## src/shared/uart_pkg.sv

```systemverilog
package uart_pkg;
    localparam logic [7:0] ADDR_CTRL = 8'h30;
    localparam logic [7:0] ADDR_STAT = 8'h31;
    localparam logic [7:0] ADDR_BAUD_HI = 8'h32;
    localparam logic [7:0] ADDR_BAUD_LO = 8'h33;
    localparam logic [7:0] ADDR_DATA = 8'h34;
    localparam logic [7:0] ADDR_IRQ_STAT = 8'h35;
    localparam logic [7:0] ADDR_IRQ_MASK = 8'h36;
    localparam int CTL_TX_EN = 7;
    localparam int CTL_RX_EN = 5;
    localparam int CTL_PAR_EN = 4;
    localparam int CTL_PAR_SEL = 3;
    localparam int CTL_STOP_SEL = 2;
    localparam int CTL_CHAR_SEL = 1;
    localparam int ST_OVR = 5;
    localparam int EV_RXF = 0;
    localparam int EV_TXE = 1;
    localparam int EV_OVR = 2;
    localparam int EV_PAR = 3;
    localparam int EV_FRM = 4;
    localparam int EV_W = 5;
    localparam logic [7:0] CTRL_RESET = 8'h00;
    localparam logic [15:0] BAUD_RESET = 16'h0043;
    localparam logic [3:0] OVS_LAST = 4'hf;
    localparam logic [3:0] OVS_MID = 4'h7;

    // Parity bit for a character; seven-bit mode ignores bit 7
    function automatic logic par_bit(input logic [7:0] d, input logic seven,
                                     input logic even);
        logic p;
        p = ^(seven ? {1'b0, d[6:0]} : d);
        return even ? p : ~p;
    endfunction

    function automatic logic [2:0] last_idx(input logic seven);
        return seven ? 3'h6 : 3'h7;
    endfunction
endpackage

```

## src/rtl/uart_tx_shift.sv

```systemverilog
`timescale 1ns/1ps
module uart_tx_shift (
    input wire logic i_clk,
    input wire logic i_sys_rst,
    input wire logic i_tick,
    input wire logic i_valid,
    input wire logic [7:0] i_data,
    input wire logic i_par_en,
    input wire logic i_par_sel,
    input wire logic i_stop_sel,
    input wire logic i_char_sel,
    output logic o_ready,
    output logic o_txd
);
    typedef enum logic [2:0] {TX_IDLE, TX_START, TX_DATA, TX_PAR, TX_STOP} tx_state_e;
    typedef struct packed {
        tx_state_e st;
        logic [3:0] ovs;
        logic [2:0] idx;
        logic [7:0] dat;
        logic pen;
        logic psel;
        logic stop2;
        logic seven;
        logic txd;
    } tx_s;
    tx_s q;
    tx_s n;

    assign o_ready = (q.st == TX_IDLE);
    assign o_txd = q.txd;

    always_comb begin
        n = q;
        unique case (q.st)
            TX_IDLE: begin
                if (i_valid) begin
                    // Format is frozen per frame so a control write cannot garble it
                    n.st = TX_START;
                    n.ovs = '0;
                    n.dat = i_data;
                    n.pen = i_par_en;
                    n.psel = i_par_sel;
                    n.stop2 = i_stop_sel;
                    n.seven = i_char_sel;
                    n.txd = 1'b0;
                end
            end
            default: begin
                if (i_tick) begin
                    n.ovs = q.ovs + 4'h1;
                    if (q.ovs == uart_pkg::OVS_LAST) begin
                        unique case (q.st)
                            TX_START: begin
                                n.st = TX_DATA;
                                n.idx = '0;
                                n.txd = q.dat[0];
                            end
                            TX_DATA: begin
                                if (q.idx == uart_pkg::last_idx(q.seven)) begin
                                    n.idx = '0;
                                    n.st = q.pen ? TX_PAR : TX_STOP;
                                    n.txd = q.pen ? uart_pkg::par_bit(q.dat, q.seven, q.psel) : 1'b1;
                                end else begin
                                    n.idx = q.idx + 3'h1;
                                    n.txd = q.dat[q.idx + 3'h1];
                                end
                            end
                            TX_PAR: begin
                                n.st = TX_STOP;
                                n.txd = 1'b1;
                            end
                            default: begin
                                if (q.stop2 && q.idx == 3'h0) begin
                                    n.idx = 3'h1;
                                end else begin
                                    n.st = TX_IDLE;
                                end
                            end
                        endcase
                    end
                end
            end
        endcase
    end

    always_ff @(posedge i_clk) begin
        if (i_sys_rst) begin
            q <= '{st: TX_IDLE, txd: 1'b1, default: '0};
        end else begin
            q <= n;
        end
    end
endmodule

```

## src/rtl/uart_rx_shift.sv

```systemverilog
`timescale 1ns/1ps
module uart_rx_shift (
    input wire logic i_clk,
    input wire logic i_sys_rst,
    input wire logic i_tick,
    input wire logic i_enable,
    input wire logic i_rxd,
    input wire logic i_par_en,
    input wire logic i_par_sel,
    input wire logic i_stop_sel,
    input wire logic i_char_sel,
    output logic o_done,
    output logic [7:0] o_data,
    output logic o_par_err,
    output logic o_frm_err
);
    typedef enum logic [2:0] {RX_IDLE, RX_START, RX_DATA, RX_PAR, RX_STOP} rx_state_e;
    typedef struct packed {
        rx_state_e st;
        logic [3:0] ovs;
        logic [2:0] idx;
        logic [7:0] dat;
        logic perr;
        logic ferr;
        logic done;
        logic pen;
        logic psel;
        logic stop2;
        logic seven;
    } rx_s;
    rx_s q;
    rx_s n;
    logic samp;

    assign o_done = q.done;
    assign o_data = q.dat;
    assign o_par_err = q.perr;
    assign o_frm_err = q.ferr;
    assign samp = i_tick && q.ovs == uart_pkg::OVS_LAST;

    always_comb begin
        n = q;
        n.done = 1'b0;
        if (q.st == RX_IDLE) begin
            if (i_enable && !i_rxd) begin
                n = '{st: RX_START, pen: i_par_en, psel: i_par_sel, stop2: i_stop_sel,
                      seven: i_char_sel, default: '0};
            end
        end else if (!i_enable) begin
            n.st = RX_IDLE;
        end else if (i_tick) begin
            n.ovs = q.ovs + 4'h1;
            if (q.st == RX_START && q.ovs == uart_pkg::OVS_MID) begin
                // Realign so later samples land mid-bit; a short glitch is dropped
                n.ovs = '0;
                n.st = i_rxd ? RX_IDLE : RX_DATA;
            end else if (samp) begin
                unique case (q.st)
                    RX_DATA: begin
                        n.dat[q.idx] = i_rxd;
                        n.idx = q.idx + 3'h1;
                        if (q.idx == uart_pkg::last_idx(q.seven)) begin
                            n.idx = '0;
                            n.st = q.pen ? RX_PAR : RX_STOP;
                        end
                    end
                    RX_PAR: begin
                        n.perr = i_rxd != uart_pkg::par_bit(q.dat, q.seven, q.psel);
                        n.st = RX_STOP;
                    end
                    RX_STOP: begin
                        n.ferr = q.ferr | !i_rxd;
                        if (q.stop2 && q.idx == 3'h0) begin
                            n.idx = 3'h1;
                        end else begin
                            n.done = 1'b1;
                            n.st = RX_IDLE;
                        end
                    end
                    default: n.st = q.st;
                endcase
            end
        end
    end

    always_ff @(posedge i_clk) begin
        if (i_sys_rst) begin
            q <= '{st: RX_IDLE, default: '0};
        end else begin
            q <= n;
        end
    end
endmodule

```

## src/rtl/uart_frame_and_status.sv

```systemverilog
// Chosen here: the register addresses and the plain strobed port.
`timescale 1ns/1ps
// Operation
// - Parity bit present only when parity enabled
// - Parity select: zero odd, one even
// - Stop select: one or two stop bits
// - Char select: eight or seven data bits
// - Control bit 0 is plain user storage
// - Status bit 7: buffered character parity error
// - Status bit 6: buffered character framing error
// - Overrun sticky until software writes one
// - Status bits 4 to 2 read zero
// - Receive full sets, interrupts, read clears
// - Transmit full flag; empty raises interrupt
// - Status register zero after reset
// - Control bits 7 and 5 enable directions
// - One data address: write transmit, read receive
// - Control register resets to zero
module uart_frame_and_status (
    input wire logic i_clk,
    input wire logic i_sys_rst,
    input wire logic [7:0] i_addr,
    input wire logic [7:0] i_wdata,
    input wire logic i_wr_stb,
    input wire logic i_rd_stb,
    output logic [7:0] o_rdata,
    input wire logic i_rxd,
    output logic o_txd,
    output logic o_irq
);
    typedef struct packed {
        logic [7:0] ctrl;
        logic [15:0] baud;
        logic [15:0] bcnt;
        logic tick;
        logic [7:0] txb;
        logic txf;
        logic [7:0] rxb;
        logic rxf;
        logic perr;
        logic ferr;
        logic ovr;
        logic [uart_pkg::EV_W-1:0] ist;
        logic [uart_pkg::EV_W-1:0] imsk;
        logic [7:0] rdata;
    } ctl_s;

    ctl_s q;
    ctl_s n;
    logic [uart_pkg::EV_W-1:0] ev;
    logic tx_valid;
    logic tx_ready;
    logic tx_take;
    logic rx_done;
    logic [7:0] rx_data;
    logic rx_perr;
    logic rx_ferr;
    logic rd_data;
    logic wr_data;
    logic wr_stat;

    assign tx_valid = q.txf && q.ctrl[uart_pkg::CTL_TX_EN];
    assign tx_take = tx_valid && tx_ready;
    assign rd_data = i_rd_stb && i_addr == uart_pkg::ADDR_DATA;
    assign wr_data = i_wr_stb && i_addr == uart_pkg::ADDR_DATA;
    assign wr_stat = i_wr_stb && i_addr == uart_pkg::ADDR_STAT;

    uart_tx_shift u_tx (
        .i_clk(i_clk),
        .i_sys_rst(i_sys_rst),
        .i_tick(q.tick),
        .i_valid(tx_valid),
        .i_data(q.txb),
        .i_par_en(q.ctrl[uart_pkg::CTL_PAR_EN]),
        .i_par_sel(q.ctrl[uart_pkg::CTL_PAR_SEL]),
        .i_stop_sel(q.ctrl[uart_pkg::CTL_STOP_SEL]),
        .i_char_sel(q.ctrl[uart_pkg::CTL_CHAR_SEL]),
        .o_ready(tx_ready),
        .o_txd(o_txd)
    );

    uart_rx_shift u_rx (
        .i_clk(i_clk),
        .i_sys_rst(i_sys_rst),
        .i_tick(q.tick),
        .i_enable(q.ctrl[uart_pkg::CTL_RX_EN]),
        .i_rxd(i_rxd),
        .i_par_en(q.ctrl[uart_pkg::CTL_PAR_EN]),
        .i_par_sel(q.ctrl[uart_pkg::CTL_PAR_SEL]),
        .i_stop_sel(q.ctrl[uart_pkg::CTL_STOP_SEL]),
        .i_char_sel(q.ctrl[uart_pkg::CTL_CHAR_SEL]),
        .o_done(rx_done),
        .o_data(rx_data),
        .o_par_err(rx_perr),
        .o_frm_err(rx_ferr)
    );

    always_comb begin
        n = q;
        ev = '0;
        n.rdata = '0;
        n.tick = 1'b0;

        // Oversampling tick at sixteen times the bit rate
        if (q.bcnt >= q.baud) begin
            n.bcnt = '0;
            n.tick = 1'b1;
        end else begin
            n.bcnt = q.bcnt + 16'h1;
        end

        // Shifter took the buffered byte: buffer empty again
        if (tx_take) begin
            n.txf = 1'b0;
            ev[uart_pkg::EV_TXE] = 1'b1;
        end

        if (i_wr_stb) begin
            case (i_addr)
                uart_pkg::ADDR_CTRL: begin
                    n.ctrl = i_wdata;
                end
                uart_pkg::ADDR_STAT: begin
                    if (i_wdata[uart_pkg::ST_OVR]) begin
                        n.ovr = 1'b0;
                    end
                end
                uart_pkg::ADDR_BAUD_HI: begin
                    n.baud[15:8] = i_wdata;
                end
                uart_pkg::ADDR_BAUD_LO: begin
                    n.baud[7:0] = i_wdata;
                end
                uart_pkg::ADDR_DATA: begin
                    // A write while full is dropped rather than clobbering the queued byte
                    if (!q.txf) begin
                        n.txb = i_wdata;
                        n.txf = 1'b1;
                    end
                end
                uart_pkg::ADDR_IRQ_STAT: begin
                    n.ist = q.ist & ~i_wdata[uart_pkg::EV_W-1:0];
                end
                uart_pkg::ADDR_IRQ_MASK: begin
                    n.imsk = i_wdata[uart_pkg::EV_W-1:0];
                end
                default: begin
                    n.ctrl = q.ctrl;
                end
            endcase
        end

        if (i_rd_stb) begin
            case (i_addr)
                uart_pkg::ADDR_CTRL: begin
                    n.rdata = q.ctrl;
                end
                uart_pkg::ADDR_STAT: begin
                    n.rdata = {q.perr, q.ferr, q.ovr, 3'h0, q.rxf, q.txf};
                end
                uart_pkg::ADDR_BAUD_HI: begin
                    n.rdata = q.baud[15:8];
                end
                uart_pkg::ADDR_BAUD_LO: begin
                    n.rdata = q.baud[7:0];
                end
                uart_pkg::ADDR_DATA: begin
                    n.rdata = q.rxb;
                    n.rxf = 1'b0;
                end
                uart_pkg::ADDR_IRQ_STAT: begin
                    n.rdata = {3'h0, q.ist};
                end
                uart_pkg::ADDR_IRQ_MASK: begin
                    n.rdata = {3'h0, q.imsk};
                end
                default: begin
                    n.rdata = '0;
                end
            endcase
        end

        // Receive after the bus so a landing character beats a same-cycle clear
        if (rx_done) begin
            if (q.rxf && !rd_data) begin
                n.ovr = 1'b1;
                ev[uart_pkg::EV_OVR] = 1'b1;
            end else begin
                n.rxb = rx_data;
                n.rxf = 1'b1;
                n.perr = rx_perr;
                n.ferr = rx_ferr;
                ev[uart_pkg::EV_RXF] = 1'b1;
                ev[uart_pkg::EV_PAR] = rx_perr;
                ev[uart_pkg::EV_FRM] = rx_ferr;
            end
        end

        n.ist = n.ist | ev;
    end

    always_ff @(posedge i_clk) begin
        if (i_sys_rst) begin
            q <= '{ctrl: uart_pkg::CTRL_RESET, baud: uart_pkg::BAUD_RESET, default: '0};
        end else begin
            q <= n;
        end
    end

    assign o_rdata = q.rdata;
    // Level interrupt: any unmasked sticky event holds it high
    assign o_irq = |(q.ist & q.imsk);
endmodule

```

## config.mk

```make
export PLATFORM = sky130hd
export DESIGN_NAME = uart_frame_and_status
export DESIGN_NICKNAME = d
export VERILOG_FILES = /design/src/shared/uart_pkg.sv /design/src/rtl/uart_tx_shift.sv /design/src/rtl/uart_rx_shift.sv /design/src/rtl/uart_frame_and_status.sv
export SDC_FILE = /design/constraint.sdc
export NUM_CORES = 1
export LEC_CHECK = 0
export ABC_CLOCK_PERIOD_IN_PS = 1840
export BUFFER_PORTS_ARGS = -buffer_cell sky130_fd_sc_hd__buf_2
export CORE_MARGIN = 8
export CORE_UTILIZATION = 45
export CTS_BUF_LIST = sky130_fd_sc_hd__clkbuf_4 sky130_fd_sc_hd__clkbuf_8
export CTS_CLUSTER_DIAMETER = 200
export DETAILED_ROUTE_END_ITERATION = 10
export SETUP_SLACK_MARGIN = 0.05
export SYNTH_ARGS = -nofsm -noshare
export SYNTH_HDL_FRONTEND = slang
export SYNTH_SLANG_ARGS = --single-unit
```

## constraint.sdc

```tcl
create_clock -name i_clk -period 1.84 [get_ports i_clk]
set_input_delay 0.368 -clock i_clk [delete_from_list [all_inputs] [get_ports i_clk]]
set_output_delay 0.368 -clock i_clk [all_outputs]
set_load 0.01 [all_outputs]
```

==> impl_metrics.csv, run 1 <==
group,metric,value,unit
outcome,outcome,"complete, no violations",
worst_setup_path,end_kind,"register",
final_layout,fin_nets,883,
worst_setup_path,cp_slowest_cell,"dfxtp_2",
grt,grt_max_degree,70,
final_layout,seq_area,2600,µm²
clock_tree,hold_buffers,0,
timing,min_period,1.81,ns
worst_setup_path,max_stage_delay,0.34,ns
final_layout,layoutNonFillerInstCount,1036,
routing,drtIter0Drc,436,
routing,antenna_left,0,
logic_synthesis,netlist_area,6680,µm²
placement,dp_hpwl,12900,µm
min_path,hold_path_end,"q[78]$_SDFFE_PP0P_",
logic_synthesis,synth_cell_type_count,74,
worst_setup_path,reg2reg_depth,8,
worst_setup_path,critPathArrivalTime,2.18,ns
timing,tns,0,ns
run,drv_cap,0,
final_layout,drive_above_1_share,28.1,%
timing,setup_viol,0,
logic_synthesis,async_flop_share,0,%
floorplanning,fp.dieH,138,µm
clock_tree,cts.clk_slew.worst_paths,0.08,ns
floorplanning,die_area,19000,µm²
final_layout,antenna_cells,0,
routing,drt-total-wl,18100,µm
power_and_ir_drop,power_density,647,nW/µm²
clock_tree,cts.sinks,128,
logic_synthesis,syn_inst,762,
worst_setup_path,critPathMostFrequentCell,"a211oi_2",
min_path,hold_path_class,"in2reg",
routing,drt-vias-per-instance,5.67,
logic_synthesis,syn-num-nets,806,
logic_synthesis,synth-simple-area-share,20.5,%
min_path,hold_depth,3,
logic_synthesis,synth_ff_type,"dfxtp_1",
clock_tree,clock-root-buffer,"clkbuf_8",
clock_tree,clk_latency,0.45,ns
floorplanning,design.portCount,31,
logic_synthesis,ys_seq_elements,128,
logic_synthesis,seq_area_frac_synth,38.4,%
timing,final_hold_viol_count,0,
worst_setup_path,path_delay_family,"compound AO/OA/AOI/OAI gates",
grt,overflow,0,
final_layout,fillers,1289,
power_and_ir_drop,irDropWorstVdd,0.000490,V
placement,placedCellCount,987,
worst_setup_path,crit_buf_inv,2,
grt,grt_pass1_wl,29000,µm
floorplanning,start_util,45.9,%
grt,grt_pass1_vias,5593,
timing,tightest_slew,0.391,ns
logic_synthesis,avgSynthCellArea,8.76,µm²
worst_setup_path,critPathMaxFanout,8,
timing,post-route-period-util,98.3,%
power_and_ir_drop,leakage,0.00318,µW
grt,grt_use_total,19.5,%
placement,gp_congestion,0.913,
final_layout,finish.utilization,56.3,%
final_layout,multiInputGateArea,4020,µm²
logic_synthesis,synth_compound_area_share,16.1,%
worst_setup_path,cp.depth,8,
routing,wl_per_cell,17.4,µm
worst_setup_path,regToRegEndpoint,"q[42]$_SDFF_PP0_",
timing,fin_skew,0.0130,ns
clock_tree,cts_buffers,17,
floorplanning,core,14500,µm²
worst_setup_path,cp_cell_sequence,"inv_1 > ha_1 > a211oi_2 > nand2_1 > a31oi_2 > o211ai_1 > clkbuf_16 > a211oi_2",
logic_synthesis,ys_warn_count,0,
worst_setup_path,cp-start-kind,"register",
timing,relSlewSlack,73.8,%
final_layout,area_growth,22.6,%
logic_synthesis,muxShareOfSynthArea,10.7,%
worst_setup_path,cp.required,2.21,ns
clock_tree,cts_tree,"done",
power_and_ir_drop,p_total,5300,µW
logic_synthesis,synth_top_family_by_area,"simple AND/OR/NAND/NOR gates",
clock_tree,cts.htree.levels,4,
logic_synthesis,synth_fa_ha_area_share,4.31,%
clock_tree,clockBufferDepth,2,
timing,hold_ws,0.218,ns
routing,drt-pass1-iter-count,5,
timing,max_freq,0.553,GHz
floorplanning,rows,44,
logic_synthesis,synth_xor_area_share,4.54,%
timing,final_max_slew_viol_count,0,
floorplanning,die_x,138,µm
routing,dr_total_vias,5874,
logic_synthesis,synth_edf_count,0,
min_path,hp-start,"i_wdata[6]",
grt,antenna_found_initial,0,
worst_setup_path,path_class,"reg2reg",
worst_setup_path,worstReg2RegStart,"q[58]$_SDFFE_PP0P_",
worst_setup_path,rrSetupSlack,0.03,ns
routing,drc,0,
placement,port_buffers,30,
timing,rsz0062_at_grt,"yes",
==> final cells by class <==
class,instances,share of cell area (%)
multi-input combinational,557,49.1
sequential,128,31.7
timing repair buffer,107,10.5
clock buffer,23,3.87
tap,184,2.81
inverter,28,1.28
clock inverter,9,0.688
==> metal layers <==
metal,vias up,part of all wire (%),GRT usage [%]
li1,2842,-,-
met1,2871,47,26.1
met2,128,46,30.5
met3,33,4.7,3.68
met4,0,2.1,7.64
met5,-,0,0
==> metrics by stage <==
step	worst slack [ns]	cell area (µm²)
CTS	-0.00118	7910
global placement	0.0128	7400
global route	-0.0758	8190
finish	0.0309	8190
detailed placement	-0.0703	7400
floorplan	0.0241	6760
==> flip-flops by register name, indices dropped and copies added, names as in the netlist <==
name / count
u_rx.o_data: 8
u_tx.o_txd: 1
o_rdata: 8
u_rx.q: 14
u_rx.o_par_err: 1
u_tx.q: 22
q: 72
u_rx.o_frm_err: 1
u_rx.o_done: 1
==> repair_timing <==
item	4_1_cts	5_1_grt
pin swaps	6	18
cloned	0	2
endpoints found under the setup margin	20	37
buffers inserted	6	10
gates resized for setup	18	51
==> placed cells by master (no fill, tap or decap), drive strengths merged, types with 6 or more instances in the layout <==
master,synthesis,layout
dfxtp,128,128
buf,27,105
nand2,101,101
nor2,82,82
a21oi,66,66
mux2i,45,45
inv,28,28
clkbuf,22,25
ha,23,23
a211oi,21,21
xnor2,20,20
nand3,20,20
o21ai,20,20
nor3,17,17
xor2,12,12
mux4,10,10
a22oi,9,9
nand4,9,9
and2,7,7
nand3b,6,6
nor2b,6,6
o211ai,6,6
clkinv,0,6
==> logic make-up after synthesis <==
family,count (synthesis)
AND/OR/NAND/NOR,280
multiplexers,58
adder cells (fa/ha/maj),23
XOR/XNOR,33
AO/OA/AOI/OAI,163
buffers and inverters,77
flip-flops,128
==> power breakdown <==
group	internal, µW	total [µW]	leakage [µW]	switching, µW
logic	101	258	0.00194	157
registers	2770	2780	0.00104	5.71
clock network	1140	2260	0.000189	1130
==> synth_stat cells, types with 5 or more instances <==
cell type,instances,area (µm²)
a21o_1,5,37.5
nor2b_1,6,37.5
xnor2_1,20,175
nor2_1,81,304
o211ai_1,5,37.5
dfxtp_1,128,2560
a21oi_1,66,330
nand2_1,100,375
clkbuf_1,22,82.6
nor3_1,13,65.1
mux2i_1,45,450
a22oi_1,9,67.6
o21ai_0,19,95.1
mux4_2,8,180
a211oi_1,21,158
buf_4,11,82.6
xor2_1,12,105
and2_1,7,43.8
or3_1,5,31.3
nand3_1,20,100
buf_2,14,70.1
ha_1,23,288
nand3b_1,6,45.0
nand4_1,9,56.3
and3_1,5,31.3
inv_1,28,105
==> worst max-delay path by stage <==
stage | end | slack (ns) | start
5_1_grt | q[44]$_SDFF_PP0_ | -0.08 | q[58]$_SDFFE_PP0P_
6_report | q[42]$_SDFF_PP0_ | 0.03 | q[58]$_SDFFE_PP0P_
4_1_cts | u_rx.q[24]$_SDFFE_PP0P_ | -0.001 | u_rx.q[24]$_SDFFE_PP0P_
3_5_place_dp | u_tx.o_txd$_SDFFE_PP1P_ | -0.07 | u_tx.q[14]$_SDFFE_PP0P_
2_1_floorplan | u_rx.q[24]$_SDFFE_PP0P_ | 0.02 | u_rx.q[15]$_SDFFE_PP0P_
3_3_place_gp | u_rx.q[24]$_SDFFE_PP0P_ | 0.01 | u_rx.q[18]$_SDFFE_PP0P_
==> worst min-delay path: stages <==
cell,delay (ns)
buf_2,0.14
nand2_1,0.06
a21oi_1,0.05
Note: power is estimated with default switching activity, not from simulation.
==> run 2, diff against run 1 <==
PLACE_DENSITY = 0.76   (was default)
SYNTH_HIERARCHICAL = 1   (was default)
==> impl_metrics.csv, run 2 <==
group,metric,value,unit
outcome,outcome,"finished with violations",
outcome,violations,"negative setup slack",
logic_synthesis,avgSynthCellArea,8.95,µm²
floorplanning,design.portCount,31,
power_and_ir_drop,irDropWorstVdd,0.000491,V
worst_setup_path,cp.required,1.47,ns
final_layout,layout_common_cells,"109 x dfxtp_1, 85 x nor2_1, 61 x buf_4",
final_layout,largest_reg_flops,72,
timing,rsz0062_at_grt,"yes",
floorplanning,start_util,45.5,%
min_path,hold_depth,2,
placement,gp_congestion,0.905,
final_layout,final_common_cell,"dfxtp_1",
timing,final_hold_viol_count,0,
timing,relSlewSlack,67.7,%
logic_synthesis,syn_inst,765,
clock_tree,clk_latency,0.45,ns
worst_setup_path,critPathArrivalTime,1.47,ns
logic_synthesis,async_flop_share,0,%
routing,drtIter0Drc,557,
timing,setup_viol,1,
final_layout,biggestRegsByFlops,"q: 72 flops, u_tx/q: 22 flops, u_rx/q: 14 flops",
worst_setup_path,crit_buf_inv,1,
routing,wl_per_cell,17.9,µm
grt,grt_max_degree,23,
logic_synthesis,synth_edf_count,0,
grt,grt_pass1_wl,28100,µm
logic_synthesis,synth_area_leaders,"dfxtp_1 37%, mux2i_1 7.7%, nor2_1 4.7%",
final_layout,fin_nets,867,
logic_synthesis,ys_warn_count,6,
logic_synthesis,netlist_area,6850,µm²
logic_synthesis,synth_top_area_share,37.4,%
placement,dp_hpwl,12700,µm
placement,port_buffers,30,
timing,post-route-period-util,100,%
clock_tree,cts.sinks,128,
worst_setup_path,path_delay_family,"compound AO/OA/AOI/OAI gates",
worst_setup_path,reg2reg_depth,6,
final_layout,drive_above_1_share,26.2,%
worst_setup_path,max_stage_delay,0.39,ns
clock_tree,cts_tree,"done",
run,drv_cap,0,
min_path,hold_path_end,"q[14]$_SDFF_PP0_",
logic_synthesis,ys_seq_elements,128,
worst_setup_path,regToRegEndpoint,"q[46]$_SDFF_PP0_",
timing,fin_skew,0.00909,ns
clock_tree,clock-root-buffer,"clkbuf_8",
power_and_ir_drop,power_density,716,nW/µm²
worst_setup_path,cp-start-kind,"register",
grt,antenna_found_initial,0,
min_path,hp-start,"i_wdata[1]",
routing,drt-total-wl,18300,µm
routing,drt-vias-per-instance,5.85,
timing,max_freq,0.543,GHz
worst_setup_path,end_kind,"output port",
logic_synthesis,yosys-top-cells-count,"128 x dfxtp_1, 86 x nor2_1, 57 x nand2_1, 55 x a21oi_1, 53 x mux2i_1",
worst_setup_path,path_class,"reg2out",
final_layout,largest_register,"q",
grt,use_met3,3.66,%
timing,tightest_slew,0.483,ns
final_layout,antenna_cells,0,
logic_synthesis,synth_cell_type_count,82,
worst_setup_path,cp_cell_sequence,"a222oi_1 > nand2_1 > buf_2",
routing,antenna_left,0,
floorplanning,die_x,139,µm
placement,preCtsSetupSlack,-0.0437,ns
logic_synthesis,yosysMostFrequentCell,"dfxtp_1",
grt,grt_use_met2,29.6,%
timing,worst_slack,-0.00126,ns
timing,final_max_slew_viol_count,0,
clock_tree,cts_buffers,17,
final_layout,layoutNonFillerInstCount,1024,
grt,grt_pass1_vias,5560,
grt,grt_use_total,17.9,%
logic_synthesis,yosysTopAreaCell,"dfxtp_1",
logic_synthesis,synth_ff_type,"dfxtp_1",
routing,dr_total_vias,5987,
worst_setup_path,cp_slowest_cell,"a222oi_1",
min_path,hold_path_class,"in2reg",
clock_tree,cts.htree.levels,4,
placement,placedCellCount,986,
worst_setup_path,critPathMaxFanout,2,
floorplanning,die_area,19400,µm²
logic_synthesis,seq_area_frac_synth,37.4,%
grt,grt_use_met1,21.7,%
routing,drt-pass1-iter-count,7,
clock_tree,cts.clk_slew.worst_paths,0.07,ns
floorplanning,core,15000,µm²
final_layout,fillers,1247,
grt,top_usage_layer,"met2",
clock_tree,clockBufferDepth,2,
floorplanning,rows,45,
timing,hold_ws,0.254,ns
grt,overflow,0,
worst_setup_path,rrSetupSlack,0.02,ns
routing,drc,0,
final_layout,area_growth,20.9,%
floorplanning,fp.dieH,139,µm
logic_synthesis,syn-num-nets,809,
timing,min_period,1.84,ns
worst_setup_path,worstReg2RegStart,"q[65]$_SDFFE_PP0P_",
power_and_ir_drop,leakage,0.00302,µW
-- run 2: how the worst max path moves through the flow --
stage	endpoint	start	slack (ns)	cells past startpoint
after global placement	q[63]$_SDFFE_PP0P_	i_addr[6]	0.01	7
after detailed placement	q[53]$_SDFF_PP0_	q[67]$_SDFFE_PP0P_	-0.04	6
after CTS	o_irq	q[8]$_SDFFE_PP0P_	0.02	3
after global routing	o_irq	q[13]$_SDFF_PP0_	-0.1	3
final	o_irq	q[8]$_SDFFE_PP0P_	-0.001	3
after floorplan	u_tx/o_txd$_SDFFE_PP1P_	u_tx/q[13]$_SDFFE_PP0P_	-0.05	7
-- run 2: logic make-up after synthesis --
family	count (synthesis)	synth area share [%]
muxes	64	10.9
AOI/OAI and AO/OA	149	14.3
buffers and inverters	92	6.91
and+or+nand+nor	275	21.7
xor gates and xnor gates	34	4.55
DFF	128	37.4
adders and majority gates	23	4.20
-- run 2: stage by stage --
step | setup TNS [ns] | area [µm²] | util [%] | power [µW]
2_1_floorplan | -0.0524 | 6870 | - | 3000
3_3_place_gp | 0 | 7420 | 49.3 | 3100
3_5_place_dp | -0.137 | 7420 | 49.3 | 3110
4_1_cts | 0 | 7930 | 52.8 | 5940
5_1_grt | -0.123 | 8270 | 55.0 | 6110
6_report | -0.00126 | 8270 | 55.0 | 5930
-- run 2: final cells by class --
| cell class | instances | area (µm²) | area share (%) |
|---|---|---|---|
| Tap cell | 188 | 235 | 2.84 |
| Multi-Input combinational cell | 546 | 4130 | 49.9 |
| Clock inverter | 10 | 180 | 2.18 |
| Clock buffer | 22 | 297 | 3.58 |
| Timing Repair Buffer | 97 | 724 | 8.76 |
| Inverter | 33 | 124 | 1.50 |
| Sequential cell | 128 | 2590 | 31.3 |
-- run 2: worst reg2reg max path: cells and delay by family, from the launching register on --
kind                     cells  cell delay, ns
AO/OA/AOI/OAI                3            0.73
buffers and inverters        1            0.06
adder cells (fa/ha/maj)      1            0.32
AND/OR/NAND/NOR              1            0.29
flip-flops                   1            0.33
-- run 2: power breakdown --
group	switching, µW	internal (µW)
registers	11.1	2780
clock network	1090	1770
logic	177	109
total	1280	4650
-- run 2: layer usage --
metal  routed length (µm)  vias up
met2                 8750      240
met3                 1080       49
li1                     -     2879
met4                  609        0
met5                    0        -
met1                 7860     2819
-- run 2: what timing repair did --
action                                  4_1_cts  5_1_grt
endpoints found under the setup margin       18       31
resized for setup                            11       66
buffers inserted                              2        2
hold buffers                                  0        0
cloned                                        0        2
pin swaps                                     3       20
